`src/rtl/smp_pkg.sv`:
```
// Shared constants for the switch monitor serial port and its event logic
package smp_pkg;

  localparam int unsigned FRAME_BITS = 32;
  localparam int unsigned ADDR_W     = 6;
  localparam int unsigned DATA_W     = 24;
  localparam int unsigned FLAG_W     = 7;
  localparam int unsigned HDR_W      = 7;
  localparam int unsigned CODE_W     = 10;
  localparam int unsigned WET_N      = 4;
  localparam int unsigned BUF_W      = 32;

  // Frame layout on the serial input
  localparam int unsigned RW_BIT     = 31;
  localparam int unsigned ADDR_MSB   = 30;
  localparam int unsigned ADDR_LSB   = 25;
  localparam int unsigned DATA_MSB   = 24;
  localparam int unsigned DATA_LSB   = 1;
  localparam logic [5:0]  CNT_FULL   = 6'h20;
  localparam logic [5:0]  CNT_MAX    = 6'h3f;
  localparam logic [5:0]  ADDR_FALLS = 6'h06;
  localparam logic [5:0]  LAST_RISE  = 6'h1f;

  // Event flag positions
  localparam int unsigned FL_RST   = 6;
  localparam int unsigned FL_FRAME = 5;
  localparam int unsigned FL_PAR   = 4;
  localparam int unsigned FL_VS0   = 3;
  localparam int unsigned FL_VS1   = 2;
  localparam int unsigned FL_WET   = 1;
  localparam int unsigned FL_CONV  = 0;
  localparam logic [FLAG_W-1:0] FLAGS_RST = 7'h40;

  // Register addresses and converter reference (plain defaults)
  localparam logic [ADDR_W-1:0] EVT_ADDR    = 6'h21;
  localparam logic [ADDR_W-1:0] WR_ADDR_MAX = 6'h1f;
  localparam logic [CODE_W-1:0] CONV_EXPECT = 10'h2aa;

  // Supply edge selection codes
  localparam logic [1:0] EDGE_OFF  = 2'h0;
  localparam logic [1:0] EDGE_RISE = 2'h1;
  localparam logic [1:0] EDGE_FALL = 2'h2;
  localparam logic [1:0] EDGE_BOTH = 2'h3;

endpackage : smp_pkg

```
`src/rtl/smp_sync3.sv`:
```
// Two-flop synchronisers for the three serial link inputs
`timescale 1ns/1ps
module smp_sync3
  import smp_pkg::*;
(
  input  wire logic       sys_clk,
  input  wire logic       reset,
  input  wire logic [2:0] asyncIn,
  output logic      [2:0] syncOut
);

  typedef struct packed {
    logic [2:0] stage1;
    logic [2:0] stage2;
  } smp_sync_s;

  smp_sync_s s_r;
  smp_sync_s s_nxt;

  always_comb begin
    s_nxt        = s_r;
    s_nxt.stage1 = asyncIn;
    s_nxt.stage2 = s_r.stage1;
  end

  // Idle levels: chip select high, clock and data low
  always_ff @(posedge sys_clk) begin
    if (reset) begin
      s_r <= '{stage1: 3'h4, stage2: 3'h4};
    end else begin
      s_r <= s_nxt;
    end
  end

  assign syncOut = s_r.stage2;

endmodule : smp_sync3

```
`src/rtl/smp_buf2.sv`:
```
// Two-entry buffer for accepted write frames
`timescale 1ns/1ps
module smp_buf2
  import smp_pkg::*;
(
  input  wire logic             sys_clk,
  input  wire logic             reset,
  input  wire logic             inValid,
  input  wire logic [BUF_W-1:0] inData,
  output logic                  inReady,
  output logic                  outValid,
  output logic      [BUF_W-1:0] outData,
  input  wire logic             outReady
);

  typedef struct packed {
    logic [1:0][BUF_W-1:0] mem;
    logic                  wrPtr;
    logic                  rdPtr;
    logic [1:0]            count;
  } smp_buf_s;

  smp_buf_s s_r;
  smp_buf_s s_nxt;
  logic     doPush;
  logic     doPop;

  assign inReady  = (s_r.count != 2'h2);
  assign outValid = (s_r.count != 2'h0);
  assign outData  = s_r.mem[s_r.rdPtr];
  assign doPush   = inValid && inReady;
  assign doPop    = outValid && outReady;

  always_comb begin
    s_nxt = s_r;
    if (doPush) begin
      s_nxt.mem[s_r.wrPtr] = inData;
      s_nxt.wrPtr          = ~s_r.wrPtr;
    end
    if (doPop) begin
      s_nxt.rdPtr = ~s_r.rdPtr;
    end
    s_nxt.count = s_r.count + {1'b0, doPush} - {1'b0, doPop};
  end

  always_ff @(posedge sys_clk) begin
    if (reset) begin
      s_r <= '0;
    end else begin
      s_r <= s_nxt;
    end
  end
endmodule : smp_buf2

```
`src/rtl/smp_spi_events.sv`:
```
// Serial slave port of the switch monitor with supply, wetting and converter events
// Summary of operation
// First enabled supply measurement always flags both thresholds; alerts only if either pin mask is set.
// First measurement is the baseline; later events need a crossing.
// Per threshold edge select: rising, falling or both directions.
// Edge select zero: no flag and no alert for that threshold once the baseline measurement is taken.
// Pin mask zero: flag still set, alert pin not driven.
// Any supply flag set shows the supply header bit during frames.
// Supply measurement is disabled after every reset.
// Wetting check per input 0..3, sources on 0/1, sinks on 2/3.
// Wetting fault alerts, sets flag, other header bit and detail bits.
// Inputs not poll enabled are never wetting checked.
// Checked inputs keep wetting current one conversion time longer.
// Converter self test stores code, compares, flags and alerts on mismatch.
// Chip select fall enables output and snapshots the event flags.
// Chip select rise floats output; alert released if flags were read.
// Host changes chip select only with serial clock low.
// Input sampled on clock falls, output shifted on clock rises.
// Chip select high: clock and input ignored, output floats.
// Only exactly 32 bits accepted; else frame error flag and alert.
// No frame error when no clock edge occurred.
// Output high after select; first rise shows bit 31, then onward.
// Words move most significant bit first through the shift register.
// Host keeps serial clock at or below 4 MHz; the test host model runs it at 5 MHz.
// Frame: write flag, 6-bit address, 24 data bits, parity bit.
// Writes commit at frame end only if valid, writable and error free.
// Header mirrors event flags; reading them clears both.
// Bit 0 gives odd parity over the other 31 bits.
// Chip select and clock synchronised before any event logic uses them.
`timescale 1ns/1ps
module smp_spi_events
  import smp_pkg::*;
(
  input  wire logic              sys_clk,
  input  wire logic              reset,
  input  wire logic              csN,
  input  wire logic              sclk,
  input  wire logic              si,
  output logic                   soOut,
  output logic                   soOe,
  output logic                   alertN,
  output logic      [ADDR_W-1:0] rdAddr,
  output logic                   rdAddrStb,
  input  wire logic [DATA_W-1:0] rdData,
  output logic                   cmdValid,
  output logic      [BUF_W-1:0]  cmdWord,
  input  wire logic              cmdReady,
  input  wire logic              supplyMeasureEnable,
  input  wire logic [1:0]        supplyThr0EdgeSel,
  input  wire logic [1:0]        supplyThr1EdgeSel,
  input  wire logic              supplyThr0PinMask,
  input  wire logic              supplyThr1PinMask,
  input  wire logic              supplyMeasDone,
  input  wire logic              supplyThr0Above,
  input  wire logic              supplyThr1Above,
  output logic                   supplyMeasActive,
  output logic                   supplyThr0State,
  output logic                   supplyThr1State,
  input  wire logic [WET_N-1:0]  wetCheckEnable,
  input  wire logic [WET_N-1:0]  chanPollEnable,
  input  wire logic              wetCheckDone,
  input  wire logic [WET_N-1:0]  wetCheckFail,
  output logic      [WET_N-1:0]  wetFaultDetail,
  output logic      [WET_N-1:0]  wetExtendOn,
  input  wire logic              converterCheckEnable,
  input  wire logic              convDone,
  input  wire logic [CODE_W-1:0] convCode,
  output logic      [CODE_W-1:0] converterTestCode,
  output logic                   converterBad
);

  typedef struct packed {
    logic [5:0]        bitCnt;
    logic [5:0]        riseCnt;
    logic [31:0]       rxSh;
    logic [31:0]       txWord;
    logic [FLAG_W-1:0] flagSnap;
    logic              csPrev;
    logic              sclkPrev;
    logic              soOut;
    logic              soOe;
    logic              alertN;
    logic [FLAG_W-1:0] flags;
    logic              baseValid;
    logic              thr0State;
    logic              thr1State;
    logic              measActive;
    logic [WET_N-1:0]  wetDetail;
    logic [WET_N-1:0]  wetExt;
    logic [CODE_W-1:0] convCode;
    logic              convBad;
    logic [ADDR_W-1:0] rdAddr;
    logic              rdAddrStb;
    logic              rdLate;
    logic              pend;
    logic [BUF_W-1:0]  pendWord;
  } smp_top_s;

  smp_top_s s_r;
  smp_top_s s_nxt;

  logic [2:0]        syncPins;
  logic              csS;
  logic              sclkS;
  logic              siS;
  logic              csFall;
  logic              csRise;
  logic              sclkRise;
  logic              sclkFall;
  logic              measEvt;
  logic              bufReady;
  logic [WET_N-1:0]  wetFail;
  logic [FLAG_W-1:0] setMask;
  logic [FLAG_W-1:0] clrMask;
  logic              alertSet;
  logic              alertRel;
  logic              evtRead;
  logic              push;

  function automatic logic [HDR_W-1:0] hdrOf(input logic [FLAG_W-1:0] f);
    hdrOf = {f[FL_RST], f[FL_FRAME], f[FL_PAR], 1'b0, f[FL_VS0] | f[FL_VS1], 1'b0,
             f[FL_WET] | f[FL_CONV]};
  endfunction : hdrOf

  // Odd parity: bit 0 makes the count of ones in the frame odd
  function automatic logic parityBit(input logic [30:0] w);
    parityBit = ~(^w);
  endfunction : parityBit

  function automatic logic crossed(input logic [1:0] sel, input logic now,
                                   input logic prev);
    unique case (sel)
      EDGE_OFF:  crossed = 1'b0;
      EDGE_RISE: crossed = now && !prev;
      EDGE_FALL: crossed = !now && prev;
      EDGE_BOTH: crossed = now != prev;
    endcase
  endfunction : crossed

  smp_sync3 u_sync (
    .sys_clk (sys_clk),
    .reset   (reset),
    .asyncIn ({csN, sclk, si}),
    .syncOut (syncPins)
  );

  assign csS      = syncPins[2];
  assign sclkS    = syncPins[1];
  assign siS      = syncPins[0];
  assign csFall   = s_r.csPrev && !csS;
  assign csRise   = !s_r.csPrev && csS;
  // Clock edges count only while selected and not at a select edge
  assign sclkRise = !s_r.sclkPrev && sclkS && !csS && !s_r.csPrev;
  assign sclkFall = s_r.sclkPrev && !sclkS && !csS && !s_r.csPrev;
  assign measEvt  = supplyMeasDone && s_r.measActive;
  assign wetFail  = wetCheckFail & wetCheckEnable & chanPollEnable;
  assign evtRead  = !s_r.rxSh[RW_BIT] && (s_r.rxSh[ADDR_MSB:ADDR_LSB] == EVT_ADDR);

  always_comb begin
    s_nxt    = s_r;
    setMask  = '0;
    clrMask  = '0;
    alertSet = 1'b0;
    alertRel = 1'b0;
    push     = 1'b0;
    s_nxt.csPrev     = csS;
    s_nxt.sclkPrev   = sclkS;
    s_nxt.rdAddrStb  = 1'b0;
    s_nxt.rdLate     = s_r.rdAddrStb;
    s_nxt.measActive = supplyMeasureEnable;
    s_nxt.wetExt     = wetCheckEnable & chanPollEnable;

    if (csFall) begin
      s_nxt.soOe     = 1'b1;
      s_nxt.soOut    = 1'b1;
      s_nxt.bitCnt   = '0;
      s_nxt.riseCnt  = '0;
      s_nxt.flagSnap = s_r.flags;
      s_nxt.txWord   = {hdrOf(s_r.flags), 25'h0};
    end

    if (sclkFall) begin
      s_nxt.rxSh = {s_r.rxSh[30:0], siS};
      if (s_r.bitCnt != CNT_MAX) begin
        s_nxt.bitCnt = s_r.bitCnt + 6'h01;
      end
      if (s_r.bitCnt == ADDR_FALLS) begin
        s_nxt.rdAddr    = {s_r.rxSh[4:0], siS};
        s_nxt.rdAddrStb = 1'b1;
      end
    end

    // Previous content is fetched two cycles after the address is known
    if (s_r.rdLate) begin
      if (s_r.rdAddr == EVT_ADDR) begin
        s_nxt.txWord[DATA_MSB:DATA_LSB] = {17'h0, s_r.flagSnap};
      end else begin
        s_nxt.txWord[DATA_MSB:DATA_LSB] = rdData;
      end
    end

    if (sclkRise) begin
      if (s_r.riseCnt == LAST_RISE) begin
        s_nxt.soOut = parityBit(s_r.txWord[31:1]);
      end else if (s_r.riseCnt < LAST_RISE) begin
        s_nxt.soOut = s_r.txWord[5'(LAST_RISE - s_r.riseCnt)];
      end else begin
        s_nxt.soOut = 1'b0;
      end
      if (s_r.riseCnt != CNT_MAX) begin
        s_nxt.riseCnt = s_r.riseCnt + 6'h01;
      end
    end

    if (csRise) begin
      s_nxt.soOe  = 1'b0;
      s_nxt.soOut = 1'b0;
      if (s_r.bitCnt != 6'h00) begin
        if (s_r.bitCnt != CNT_FULL) begin
          setMask[FL_FRAME] = 1'b1;
          alertSet          = 1'b1;
        end else if (parityBit(s_r.rxSh[31:1]) != s_r.rxSh[0]) begin
          setMask[FL_PAR] = 1'b1;
          alertSet        = 1'b1;
        end else if (evtRead) begin
          clrMask  = s_r.flagSnap;
          alertRel = 1'b1;
        end else if (s_r.rxSh[RW_BIT]
                     && s_r.rxSh[ADDR_MSB:ADDR_LSB] <= WR_ADDR_MAX) begin
          push = 1'b1;
        end
      end
    end

    if (measEvt) begin
      s_nxt.thr0State = supplyThr0Above;
      s_nxt.thr1State = supplyThr1Above;
      s_nxt.baseValid = 1'b1;
      if (!s_r.baseValid) begin
        setMask[FL_VS0] = 1'b1;
        setMask[FL_VS1] = 1'b1;
        alertSet = alertSet || supplyThr0PinMask || supplyThr1PinMask;
      end else begin
        if (crossed(supplyThr0EdgeSel, supplyThr0Above, s_r.thr0State)) begin
          setMask[FL_VS0] = 1'b1;
          alertSet = alertSet || supplyThr0PinMask;
        end
        if (crossed(supplyThr1EdgeSel, supplyThr1Above, s_r.thr1State)) begin
          setMask[FL_VS1] = 1'b1;
          alertSet = alertSet || supplyThr1PinMask;
        end
      end
    end

    if (wetCheckDone) begin
      s_nxt.wetDetail = wetFail;
      if (wetFail != '0) begin
        setMask[FL_WET] = 1'b1;
        alertSet        = 1'b1;
      end
    end

    if (convDone && converterCheckEnable) begin
      s_nxt.convCode = convCode;
      s_nxt.convBad  = (convCode != CONV_EXPECT);
      if (convCode != CONV_EXPECT) begin
        setMask[FL_CONV] = 1'b1;
        alertSet         = 1'b1;
      end
    end

    // A new event in the clearing cycle survives the clear
    s_nxt.flags = (s_r.flags & ~clrMask) | setMask;
    if (alertSet) begin
      s_nxt.alertN = 1'b0;
    end else if (alertRel) begin
      s_nxt.alertN = 1'b1;
    end

    // One frame is held while the buffer is full; a later write would replace it
    if (s_r.pend && bufReady) begin
      s_nxt.pend = 1'b0;
    end
    if (push) begin
      s_nxt.pend     = 1'b1;
      s_nxt.pendWord = s_r.rxSh;
    end
  end

  always_ff @(posedge sys_clk) begin
    if (reset) begin
      s_r        <= '0;
      s_r.csPrev <= 1'b1;
      s_r.alertN <= 1'b1;
      s_r.flags  <= FLAGS_RST;
    end else begin
      s_r <= s_nxt;
    end
  end

  smp_buf2 u_buf (
    .sys_clk  (sys_clk),
    .reset    (reset),
    .inValid  (s_r.pend),
    .inData   (s_r.pendWord),
    .inReady  (bufReady),
    .outValid (cmdValid),
    .outData  (cmdWord),
    .outReady (cmdReady)
  );

  assign soOut             = s_r.soOut;
  assign soOe              = s_r.soOe;
  assign alertN            = s_r.alertN;
  assign rdAddr            = s_r.rdAddr;
  assign rdAddrStb         = s_r.rdAddrStb;
  assign supplyMeasActive  = s_r.measActive;
  assign supplyThr0State   = s_r.thr0State;
  assign supplyThr1State   = s_r.thr1State;
  assign wetFaultDetail    = s_r.wetDetail;
  assign wetExtendOn       = s_r.wetExt;
  assign converterTestCode = s_r.convCode;
  assign converterBad      = s_r.convBad;
endmodule : smp_spi_events

```
`config.mk`:
```
export PLATFORM = sky130hd
export DESIGN_NAME = smp_spi_events
export DESIGN_NICKNAME = d
export VERILOG_FILES = /design/src/rtl/smp_pkg.sv /design/src/rtl/smp_sync3.sv /design/src/rtl/smp_buf2.sv /design/src/rtl/smp_spi_events.sv
export SDC_FILE = /design/constraint.sdc
export NUM_CORES = 1
export LEC_CHECK = 0
export BUFFER_PORTS_ARGS = -buffer_cell sky130_fd_sc_hd__buf_2
export CORE_ASPECT_RATIO = 1.25
export CORE_MARGIN = 1.5
export CORE_UTILIZATION = 45
export CTS_CLUSTER_SIZE = 12
export DETAILED_ROUTE_END_ITERATION = 8
export PLACE_DENSITY = 0.72
export SYNTH_ARGS = -nofsm -noshare
export SYNTH_HDL_FRONTEND = slang
export SYNTH_SLANG_ARGS = --single-unit
```
`constraint.sdc`:
```
create_clock -name sys_clk -period 2.9 [get_ports sys_clk]
set_clock_uncertainty 0.2 [all_clocks]
set_input_delay 0.29 -clock sys_clk [delete_from_list [all_inputs] [get_ports sys_clk]]
set_output_delay 0.29 -clock sys_clk [all_outputs]
set_load 0.02 [all_outputs]
```
# After elaboration in Yosys (flattened, before gate mapping)
# Index checks and enable logic that the tools add are counted.
dict set report word_totals {
  ff_bits 230
  in_bits 65
  elab_cells 191
}
dict set report classes {
  add_sub_neg 5
  order_cmp 6
  n_eq_ne 18
  mux 72
  bitwise 13
  reduce_logical 45
}
# operator n
set op_table {}
lappend op_table {{$mux W32} 4}
lappend op_table {{$bwmux W64} 1}
lappend op_table {{$reduce_xor A31 Y1} 2}
lappend op_table {{$mux W24} 2}
lappend op_table {{$mux W1} 45}
lappend op_table {{$mux W7} 5}
lappend op_table {{$mux W33} 1}
lappend op_table {{$demux W32 S1} 1}
lappend op_table {{$mux W6} 4}
lappend op_table {{$logic_and A1 B1 Y1} 19}
lappend op_table {{$ne A6 B6 Y1 const B} 3}
lappend op_table {{$add A6 B1 Y6 const B} 2}
lappend op_table {{$and A4 B4 Y4} 3}
lappend op_table {{$eq A6 B6 Y1 const B} 2}
lappend op_table {{$mux W12} 1}
lappend op_table {{$mux W2} 5}
lappend op_table {{$ne A10 B10 Y1 const B} 1}
lappend op_table {{$reduce_bool A2 Y1} 5}
lappend op_table {{$logic_not A1 Y1} 9}
lappend op_table {{$eq A2 B2 Y1 const B} 4}
lappend op_table {{$pmux W1 S4} 2}
lappend op_table {{$and A7 B7 Y7} 1}
lappend op_table {{$not A7 Y7} 1}
lappend op_table {{$or A7 B6 Y7} 1}
lappend op_table {{22 further kinds} 35}

# Logic depth before layout (Yosys ltp)
# Gate-level depths: netlist of run 1.
dict set report logic_depth {
  word_depth 20
  depth_mapped 9
  mapped_depth_nobuf 8
}

# Cells and area by module
# A second synthesis of run 1 with hierarchy kept.
dict set report hier_totals {
  cells_unflattened 1213
  area_unflattened_um2 10606.4
}
# module n_inst cells_each area_each_um2
set modules_own_cells {}
lappend modules_own_cells {smp_spi_events 1 830 7064.3}
lappend modules_own_cells {smp_buf2 1 371 3384.5}
lappend modules_own_cells {smp_sync3 1 12 157.7}

# Least setup slack after synthesis of run 1
# No wires, ideal clock.
dict set report synth_path {
  path_kind {register to register}
  startpoint {reg s_r[127] in the netlist's numbering}
  endpoint {reg s_r[12] in the netlist's numbering}
  setup_time_ns 0.132
  arrival_ns 2.111
  t_required_ns 2.568
  path_slack_ns 0.457
  stages_incl_launch_ff 8
  path_cell_list {dfxtp_1 > xor2_1 > xnor3_1 > xnor3_1 > xnor3_1 > clkbuf_1 > o21ai_0 > a21oi_1}
}
dict set report synth_between {
  elab_chain_len 7
}
# item line
set synth_lines {}
lappend synth_lines {{start, declared} smp_spi_events.sv:99} ;# smp_top_s s_r;
lappend synth_lines {{start signal, assigned} smp_spi_events.sv:297} ;# s_r <= s_nxt;
lappend synth_lines {{$reduce_xor A31 Y1} smp_spi_events.sv:127} ;# parityBit = ~(^w);
lappend synth_lines {{$not A1 Y1} smp_spi_events.sv:127}
lappend synth_lines {{$ne A1 B1 Y1} smp_spi_events.sv:222} ;# end else if (parityBit(s_r.rxSh[31:1]) != s_r.rxSh[0]) begin
lappend synth_lines {{$mux W1} smp_spi_events.sv:222}
lappend synth_lines {{$mux W1} smp_spi_events.sv:219} ;# if (s_r.bitCnt != CNT_FULL) begin
lappend synth_lines {{$mux W1} smp_spi_events.sv:218} ;# if (s_r.bitCnt != 6'h00) begin
lappend synth_lines {{$mux W1} smp_spi_events.sv:215} ;# if (csRise) begin
# Parallel ways exist; a longest one is shown, timed or not.
# A chain may end at the register's enable or synchronous reset.

# Final worst setup path of run 1
dict set report layout_path {
  startpoint {reg s_r[126] in the netlist's numbering}
  endpoint {reg s_r[29] in the netlist's numbering}
}
dict set report layout_between {
  elab_chain_len 7
}
# item line
set layout_lines {}
lappend layout_lines {{$reduce_xor A31 Y1} smp_spi_events.sv:127}
lappend layout_lines {{$not A1 Y1} smp_spi_events.sv:127}
lappend layout_lines {{$ne A1 B1 Y1} smp_spi_events.sv:222}
lappend layout_lines {{$mux W1} smp_spi_events.sv:222}
lappend layout_lines {{$mux W1} smp_spi_events.sv:219}
lappend layout_lines {{$mux W1} smp_spi_events.sv:218}
lappend layout_lines {{$mux W1} smp_spi_events.sv:215}
# Every way passes these cells.

==> metrics.txt, run 1 <==
Post-synth top flop dfxtp_1; yosys warns 0; final worst path period share a little over nine tenths; Syn Area/Cell 8.42 µm²; Initial Util 45.9%; dpl cells ~1,500; most used cell, CP xnor3_1; status complete, no violations; CTS Buf Count 25; number of enable flip-flop cells after synthesis 0; fin. max-slew vios 0; Peak VDD IR approximately 0.54 mV; CP Class flop to flop; routed length per instance around 14 µm; commonest non-fill, non-tap cell in the layout nand2_1; RD Place Congestion 0.826; Skew-Pair Late Insertion Delay ~0.52 ns; DIE AREA 23,000 µm²; Final Hold Viols 0; Detailed Route WL between 20,000 and 25,000 µm; CP Launch Type flop; share of cells above drive strength 1 about 18%; CP peak stage delay ~0.44 ns; Sw Share 21.8%; Clk network pwr share 46.4%; total track usage between 15 and 20%; Port Buf Inserts about 130; MaxCap Viol Count 0; WP data arrival 2.91 ns; cell area after synthesis between 9000 and 10,000 µm²; Rows 60; htree depth 1; Seq/Total Area, Yosys about 46%; vias in the first global route between 8,000 and 9,000; LEAKAGE approximately 0.0046 µW; Critical Path RT 3.07 ns; actual slew at the worst max-slew pin just under 0.9 ns; die span in y between 150 and 200 µm; slowest CP cell xnor3_1; CP Max Fanout 31; IO Count 130; final std cells w/o fill about 1,600; clock sinks 227; antenna-violating nets left 0; DR iter-0 viols about 410; Die Wd approximately 140 µm; maximum clock rate 365 MHz; Setup crit end kind flop; Int Pwr 5220 µW; HP Class input port to flop; logic gate share of total power ~6.0%; Reg clk slew, reported paths roughly 0.060 ns; core box area about 22,000 µm²; via count about 8,500; pwr dens 555 nW/µm²; Seq cells post-synth ~230; Slew headroom just over 40%; area added between synthesis and finish 21.1%; final core occ ~56%; detailed-placement wirelength estimate 14,800 µm; asr flop ratio synth 0%; CTS root buf clkbuf_16; distinct cell type count after synthesis 53; Post-Synthesis Cells 1,180; post-route setup TNS 0 ns; Final Critical Period ~2.7 ns; largest net degree at the start of global routing about 120; Pre-antenna DRT Iters 5; most frequent cells in the layout nand2_1 (251), dfxtp_1 (227), a21oi_1 (167); CTS tree built; Layout Nets between 1,000 and 1,500; RSZ-0062 raised after global routing no; count of final setup violators 0; Flop pwr share 47.6%; DRC 0; CP Cell Sequence xor2_1, xnor3_1, xnor3_1, xnor3_1, buf_4, o21ai_0, a21oi_1; P_sw 1450 µW; initial antenna violation count 0; Syn Nets 1,261; GR Overflow Total 0; Vias/cell between 5 and 6; Diodes inserted 0; Clock Path Buffers 3; first-pass GRT wire length a little under 40,000 µm
[layer usage]
layer / vias up / track usage (%) / wire length, µm
met3: 40 / 2.73 / 898
met5: - / 0 / 0
met4: 0 / 5.32 / 439
li1: 4236 / - / -
met2: 181 / 35.4 / 11600
met1: 4040 / 25.3 / 10000
[sequential cells by signal, summed over array words and instances, names as in the netlist]
register,count
converterBad,1
wetExtendOn,4
u_sync.s_nxt,3
alertN,1
u_sync.syncOut,3
soOe,1
soOut,1
u_buf.s_r,68
s_r,121
converterTestCode,10
wetFaultDetail,4
supplyMeasActive,1
rdAddr,6
supplyThr0State,1
rdAddrStb,1
supplyThr1State,1
[power groups by stage]
stage,registers [µW],logic [µW],clock network [µW]
global placement,3250,340,0
finish,3180,400,3090
detailed placement,3250,344,0
CTS,3180,400,3170
floorplan,3250,235,0
global route,3180,439,3300
[per-stage QoR]
| stage | hold slack (ns) | area [µm²] | power [µW] | setup slack (ns) |
|---|---|---|---|---|
| 4_1_cts | 0.00141 | 12000 | 6740 | 0.0430 |
| 5_1_grt | 0.0345 | 12000 | 6920 | 0.0112 |
| 3_3_place_gp | 0.198 | 10600 | 3590 | 0.146 |
| 3_5_place_dp | 0.198 | 10600 | 3590 | 0.0664 |
| 6_report | 0.00844 | 12000 | 6670 | 0.160 |
| 2_1_floorplan | 0.189 | 9930 | 3480 | 0.457 |
[synthesized netlist by cell type (9+ instances only)]
master / count / area (µm²)
nor2b_1: 21 / 131
dfxtp_1: 227 / 4540
inv_1: 18 / 67.6
and3_1: 9 / 56.3
mux2i_1: 19 / 190
o21ai_1: 10 / 50.1
nand2_1: 251 / 942
nand3_1: 45 / 225
nor2_1: 73 / 274
xnor2_1: 40 / 350
buf_4: 24 / 180
a22oi_1: 28 / 210
mux2_2: 39 / 439
a21oi_1: 167 / 836
clkbuf_1: 71 / 267
ha_1: 16 / 200
o21ai_0: 28 / 140
[kinds of logic (layout without fill, tap and decap cells)]
group,Yosys count,after routing,synth area share [%]
AO/OA/AOI/OAI,257,257,14.4
XOR/XNOR,54,54,5.76
flip-flops,227,227,45.8
multiplexers,60,60,6.79
adder cells (fa/ha/maj),16,16,2.02
buffers and inverters,124,274,5.72
AND/OR/NAND/NOR,442,442,19.5
[timing repair]
item | 4_1_cts | 5_1_grt
buffers inserted | 0 | 2
resized for setup | 0 | 0
endpoints found under the setup margin | 0 | 28
hold buffers | 56 | 0
hold endpoints to repair | 50 | 0
[final timing paths]
path         cells after the start  slack, ns                end       startpoint
max reg2reg                      7       0.16            s_r[29]         s_r[126]
max                              7       0.16            s_r[29]         s_r[126]
min reg2reg                      1       0.21  u_sync.syncOut[2]  u_sync.s_nxt[2]
min                              4      0.008  wetFaultDetail[0]  wetCheckFail[0]
[cell type report]
type	instances	area (µm²)
clock buffers	39	758
clock inverters	5	56.3
fillers	1968	9590
inverters	18	67.6
multi-input cells	829	4830
flip-flops and latches	227	4540
well taps	279	349
repair buffers	212	1430
[critical path: cells and delay by family (launching register included)]
kind / cells / cell delay [ns]
flops: 1 / 0.38
compound gates: 2 / 0.32
xor+xnor: 4 / 1.45
buf+inv: 1 / 0.24
Note: power is estimated with default switching activity, not from simulation.
==> run 2, diff against run 1 <==
--- a/config.mk
+++ b/config.mk
@@ -6,9 +6,11 @@
 export NUM_CORES = 1
 export LEC_CHECK = 0
 export BUFFER_PORTS_ARGS = -buffer_cell sky130_fd_sc_hd__buf_2
+export CAP_MARGIN = 20
 export CORE_ASPECT_RATIO = 1.25
 export CORE_MARGIN = 1.5
 export CORE_UTILIZATION = 45
+export CTS_BUF_LIST = sky130_fd_sc_hd__clkbuf_4
 export CTS_CLUSTER_SIZE = 12
 export DETAILED_ROUTE_END_ITERATION = 8
 export PLACE_DENSITY = 0.72
==> metrics.txt, run 2 (synthesized netlist as in run 1, its figures left out) <==
htree depth 2; Skew-Pair Late Insertion Delay around 0.67 ns; count of final setup violators 0; end of the critical path s_r[8]; Clock Path Buffers 3; Die Wd approximately 140 µm; Detailed Route WL 24,400 µm; vias in the first global route slightly below 9,000; crit path launch s_r[126]; CP Launch Type flop; actual slew at the worst max-slew pin between 0.8 and 0.9 ns; Setup crit end kind flop; antenna-violating nets left 0; Peak VDD IR around 0.32 mV; DRC 0; RR Startpoint s_r[126]; CP Max Fanout 31; die span in y around 170 µm; # fillers 1,941; DR iter-0 viols between 400 and 500; CTS Buf Count 59; dpl cells 1,507; Vias/cell between 5 and 6; pre-CTS setup slack about 0.066 ns; detailed-placement wirelength estimate between 10,000 and 15,000 µm; area added between synthesis and finish 24.7%; core box area ~22,000 µm²; CTS tree built; design area between 10,000 and 15,000 µm²; setup ws final roughly 0.16 ns; MaxCap Viol Count 0; routed length per instance around 14 µm; Reg clk slew, reported paths roughly 0.07 ns; FF-to-FF End s_r[8]; Initial Util between 40% and 50%; status complete, no violations; DIE AREA between 20,000 and 25,000 µm²; CTS root buf clkbuf_4; Final Critical Period roughly 2.7 ns; Slew headroom between 40% and 50%; Largest register FFs 121; total track usage 21.3%; RD Place Congestion ~0.83; Pre-antenna DRT Iters 5; Layout Nets 1,475; fin. max-slew vios 0; post-route setup TNS 0 ns; first-pass GRT wire length a little over 40,000 µm; largest reg by FF count s_r; most frequent cells in the layout nand2_1 (251), dfxtp_1 (227), a21oi_1 (167); RSZ-0062 raised after global routing no; Final Hold Viols 0; final std cells w/o fill 1,714; Critical Path RT 3.21 ns; DP Area roughly 11,000 µm²; HP Class input port to flop; IO Count between 100 and 150; final worst path period share 94.5%; R2R cell count 7; pwr dens 498 nW/µm²; initial antenna violation count 1; Rows 60; WP data arrival ~3 ns; maximum clock rate around 360 MHz; CP Class flop to flop; R2R Setup Slk around 0.16 ns; commonest non-fill, non-tap cell in the layout nand2_1; clock sinks about 230; share of cells above drive strength 1 20.6%; via count 9,003; LEAKAGE between 0.004 and 0.005 µW; GR Overflow Total 0; Port Buf Inserts about 130; largest net degree at the start of global routing approximately 120
run 2: how the worst min path moves through the flow:
stage / slack, ns / end / start / cells after the start
floorplan: 0.19 / u_sync.syncOut[2] / u_sync.s_nxt[2] / 1
global placement: 0.20 / u_sync.syncOut[2] / u_sync.s_nxt[2] / 1
detailed placement: 0.20 / u_sync.syncOut[2] / u_sync.s_nxt[2] / 1
CTS: 0.01 / s_r[67] / supplyThr0EdgeSel[1] / 5
global route: 0.07 / s_r[67] / supplyThr0EdgeSel[1] / 5
finish: 0.06 / s_r[67] / supplyThr0EdgeSel[1] / 5
run 2: power breakdown:
part / total, µW / switching (µW) / internal [µW]
combinational: 443 / 224 / 220
clock: 2550 / 1260 / 1290
sequential: 3180 / 24.9 / 3150
run 2: stage by stage:
stage                     hold slack (ns)  utilization [%]  total power, µW
final                              0.0574             57.3             6170
after global routing               0.0696             57.3             6450
after CTS                          0.0129             57.2             6240
after detailed placement            0.198             49.2             3590
after global placement              0.198             49.2             3590
after floorplan                     0.189                -             3480
run 2: layer usage:
layer | global-route usage [%] | wire length (µm)
met1 | 25.1 | 10300
met2 | 37.5 | 12400
met3 | 4.07 | 947
met4 | 8.79 | 718
met5 | 0 | 0
run 2: final cells by class:
cell class	instances	area, µm²	area share [%]
clock inverter	20	86.3	0.697
multi-input combinational	829	4830	39.0
antenna	1	2.50	0.0202
sequential	227	4540	36.7
tap	279	349	2.82
inverter	18	67.6	0.546
clock buffer	81	608	4.91
timing repair buffer	259	1900	15.3
run 2: timing repair:
| action | 4_1_cts | 5_1_grt |
|---|---|---|
| setup endpoints to repair | 0 | 29 |
| resized for setup | 0 | 1 |
| setup buffers | 0 | 2 |
| endpoints found under the hold margin | 117 | 0 |
| hold buffers | 103 | 0 |
run 2: critical path: stages (launching register included):
cell and delay (ns):
dfxtp_1 0.38, xor2_1 0.18, xnor3_1 0.41, xnor3_1 0.44
xnor3_1 0.43, buf_4 0.25, o21ai_0 0.20, a21oi_1 0.08
==> run 3, diff against run 2 <==
--- a/config.mk
+++ b/config.mk
@@ -13,6 +13,7 @@
 export CTS_BUF_LIST = sky130_fd_sc_hd__clkbuf_4
 export CTS_CLUSTER_SIZE = 12
 export DETAILED_ROUTE_END_ITERATION = 8
+export MAX_ROUTING_LAYER = met4
 export PLACE_DENSITY = 0.72
 export SYNTH_ARGS = -nofsm -noshare
 export SYNTH_HDL_FRONTEND = slang
==> metrics.txt, run 3 (synthesized netlist as in run 1, its figures left out) <==
status complete, no violations; antenna-violating nets left 0; Peak VDD IR roughly 0.32 mV; largest net degree at the start of global routing ~120; Port Buf Inserts around 130; area added between synthesis and finish 24.7%; CP peak stage delay 0.44 ns; met3 routed wirelength 997 µm; Clock Path Buffers 3; Int Pwr ~4700 µW; Largest register FFs 121; Rows 60; RD Place Congestion ~0.84; most frequent cells in the layout nand2_1 (251), dfxtp_1 (227), a21oi_1 (167); final worst path period share 94.5%; clock sinks roughly 230; most used cell, CP xnor3_1; Sw Share between 20 and 25%; DR iter-0 viols around 500; Clk network pwr share 41.3%; logic gate share of total power under 10%; Flop pwr share between 50% and 60%; Final Hold Viols 0; CTS Buf Count 59; core box area between 20,000 and 25,000 µm²; RSZ-0062 raised after global routing no; P_sw 1510 µW; IO Count 130; wire length on met1 just over 10,000 µm; Critical Path RT approximately 3.2 ns; Pwr Total between 6000 and 7000 µW; Layout Nets 1,475; commonest non-fill, non-tap cell in the layout nand2_1; design area between 10,000 and 15,000 µm²; Pre-antenna DRT Iters 5; share of cells above drive strength 1 20.6%; total track usage 21.9%; CP Max Fanout 31; initial antenna violation count 1; Final Critical Period between 2 and 3 ns; top routing layer used met4; slowest CP cell xnor3_1; DRC 0; CP Cell Sequence xor2_1, xnor3_1, xnor3_1, xnor3_1, buf_4, o21ai_0, a21oi_1; met2 WL post-DR between 10,000 and 15,000 µm; CP Class flop to flop; fin. max-slew vios 0; CTS tree built; detailed-placement wirelength estimate roughly 15,000 µm; count of final setup violators 0; vias in the first global route around 8,700; htree depth 2; actual slew at the worst max-slew pin 0.887 ns; HP Class input port to flop; pwr dens ~500 nW/µm²; maximum clock rate approximately 360 MHz; Slew headroom about two fifths; MaxCap Viol Count 0; routed length per instance approximately 14 µm; CTS root buf clkbuf_4; via count roughly 9,000; die span in y about 170 µm; CP Launch Type flop; Skew-Pair Late Insertion Delay approximately 0.67 ns; largest reg by FF count s_r; DIE AREA between 20,000 and 25,000 µm²; Setup crit end kind flop; Die Wd about 140 µm; Reg clk slew, reported paths ~0.07 ns; post-route setup TNS 0 ns; LEAKAGE 0.00482 µW; Initial Util between 40% and 50%; WP data arrival between 3 and 4 ns; Detailed Route WL approximately 24,000 µm; GR Overflow Total 0; first-pass GRT wire length approximately 40,000 µm; DP Area between 10,000 and 15,000 µm²; Vias/cell around 5.3
run 3: metal layers:
metal  GRT usage, %  up-vias
met3           3.95       72
met5              -        -
li1               -     4452
met4           8.70        0
met1           25.1     4258
met2           37.6      218
run 3: worst max-delay path, delay by kind of cell, from the launching register on:
kind	cells	cell delay (ns)
xor gates and xnor gates	4	1.45
DFF	1	0.38
AOI/OAI and AO/OA	2	0.28
buffers and inverters	1	0.25
run 3: final timing paths:
kind,start,to,slack [ns],depth (start not counted)
setup / recovery,s_r[126],s_r[9],0.16,7
hold / removal,supplyThr0EdgeSel[1],s_r[67],0.06,5
setup reg to reg,s_r[126],s_r[9],0.16,7
hold reg to reg,u_sync.s_nxt[2],u_sync.syncOut[2],0.21,1
run 3: power groups by stage:
stage | Sequential [µW] | Clock, µW | Combinational, µW
after floorplan | 3250 | 0 | 235
after detailed placement | 3250 | 0 | 344
after global placement | 3250 | 0 | 340
after CTS | 3180 | 2630 | 434
after global routing | 3180 | 2790 | 481
final | 3180 | 2550 | 442
run 3: cell type report:
class                           count  area, µm²
Fill cell                        1941       9240
Multi-Input combinational cell    829       4830
Sequential cell                   227       4540
Timing Repair Buffer              259       1900
Clock buffer                       81        608
Tap cell                          279        349
Clock inverter                     20       86.3
Inverter                           18       67.6
Antenna cell                        1       2.50
run 3: stage by stage:
step | std cells | setup slack [ns] | util (%) | hold WS, ns
after floorplan | 1180 | 0.457 | - | 0.189
after global placement | 1507 | 0.146 | 49.2 | 0.198
after detailed placement | 1507 | 0.0664 | 49.2 | 0.198
after CTS | 1711 | 0.0485 | 57.2 | 0.0129
after global routing | 1714 | 0.0171 | 57.3 | 0.0696
final | 1714 | 0.159 | 57.3 | 0.0592
run 3: what timing repair did:
item / 4_1_cts / 5_1_grt
endpoints found under the hold margin: 117 / 0
resized for setup: 0 / 1
setup endpoints to repair: 0 / 29
buffers inserted: 0 / 2
hold buffers: 103 / 0
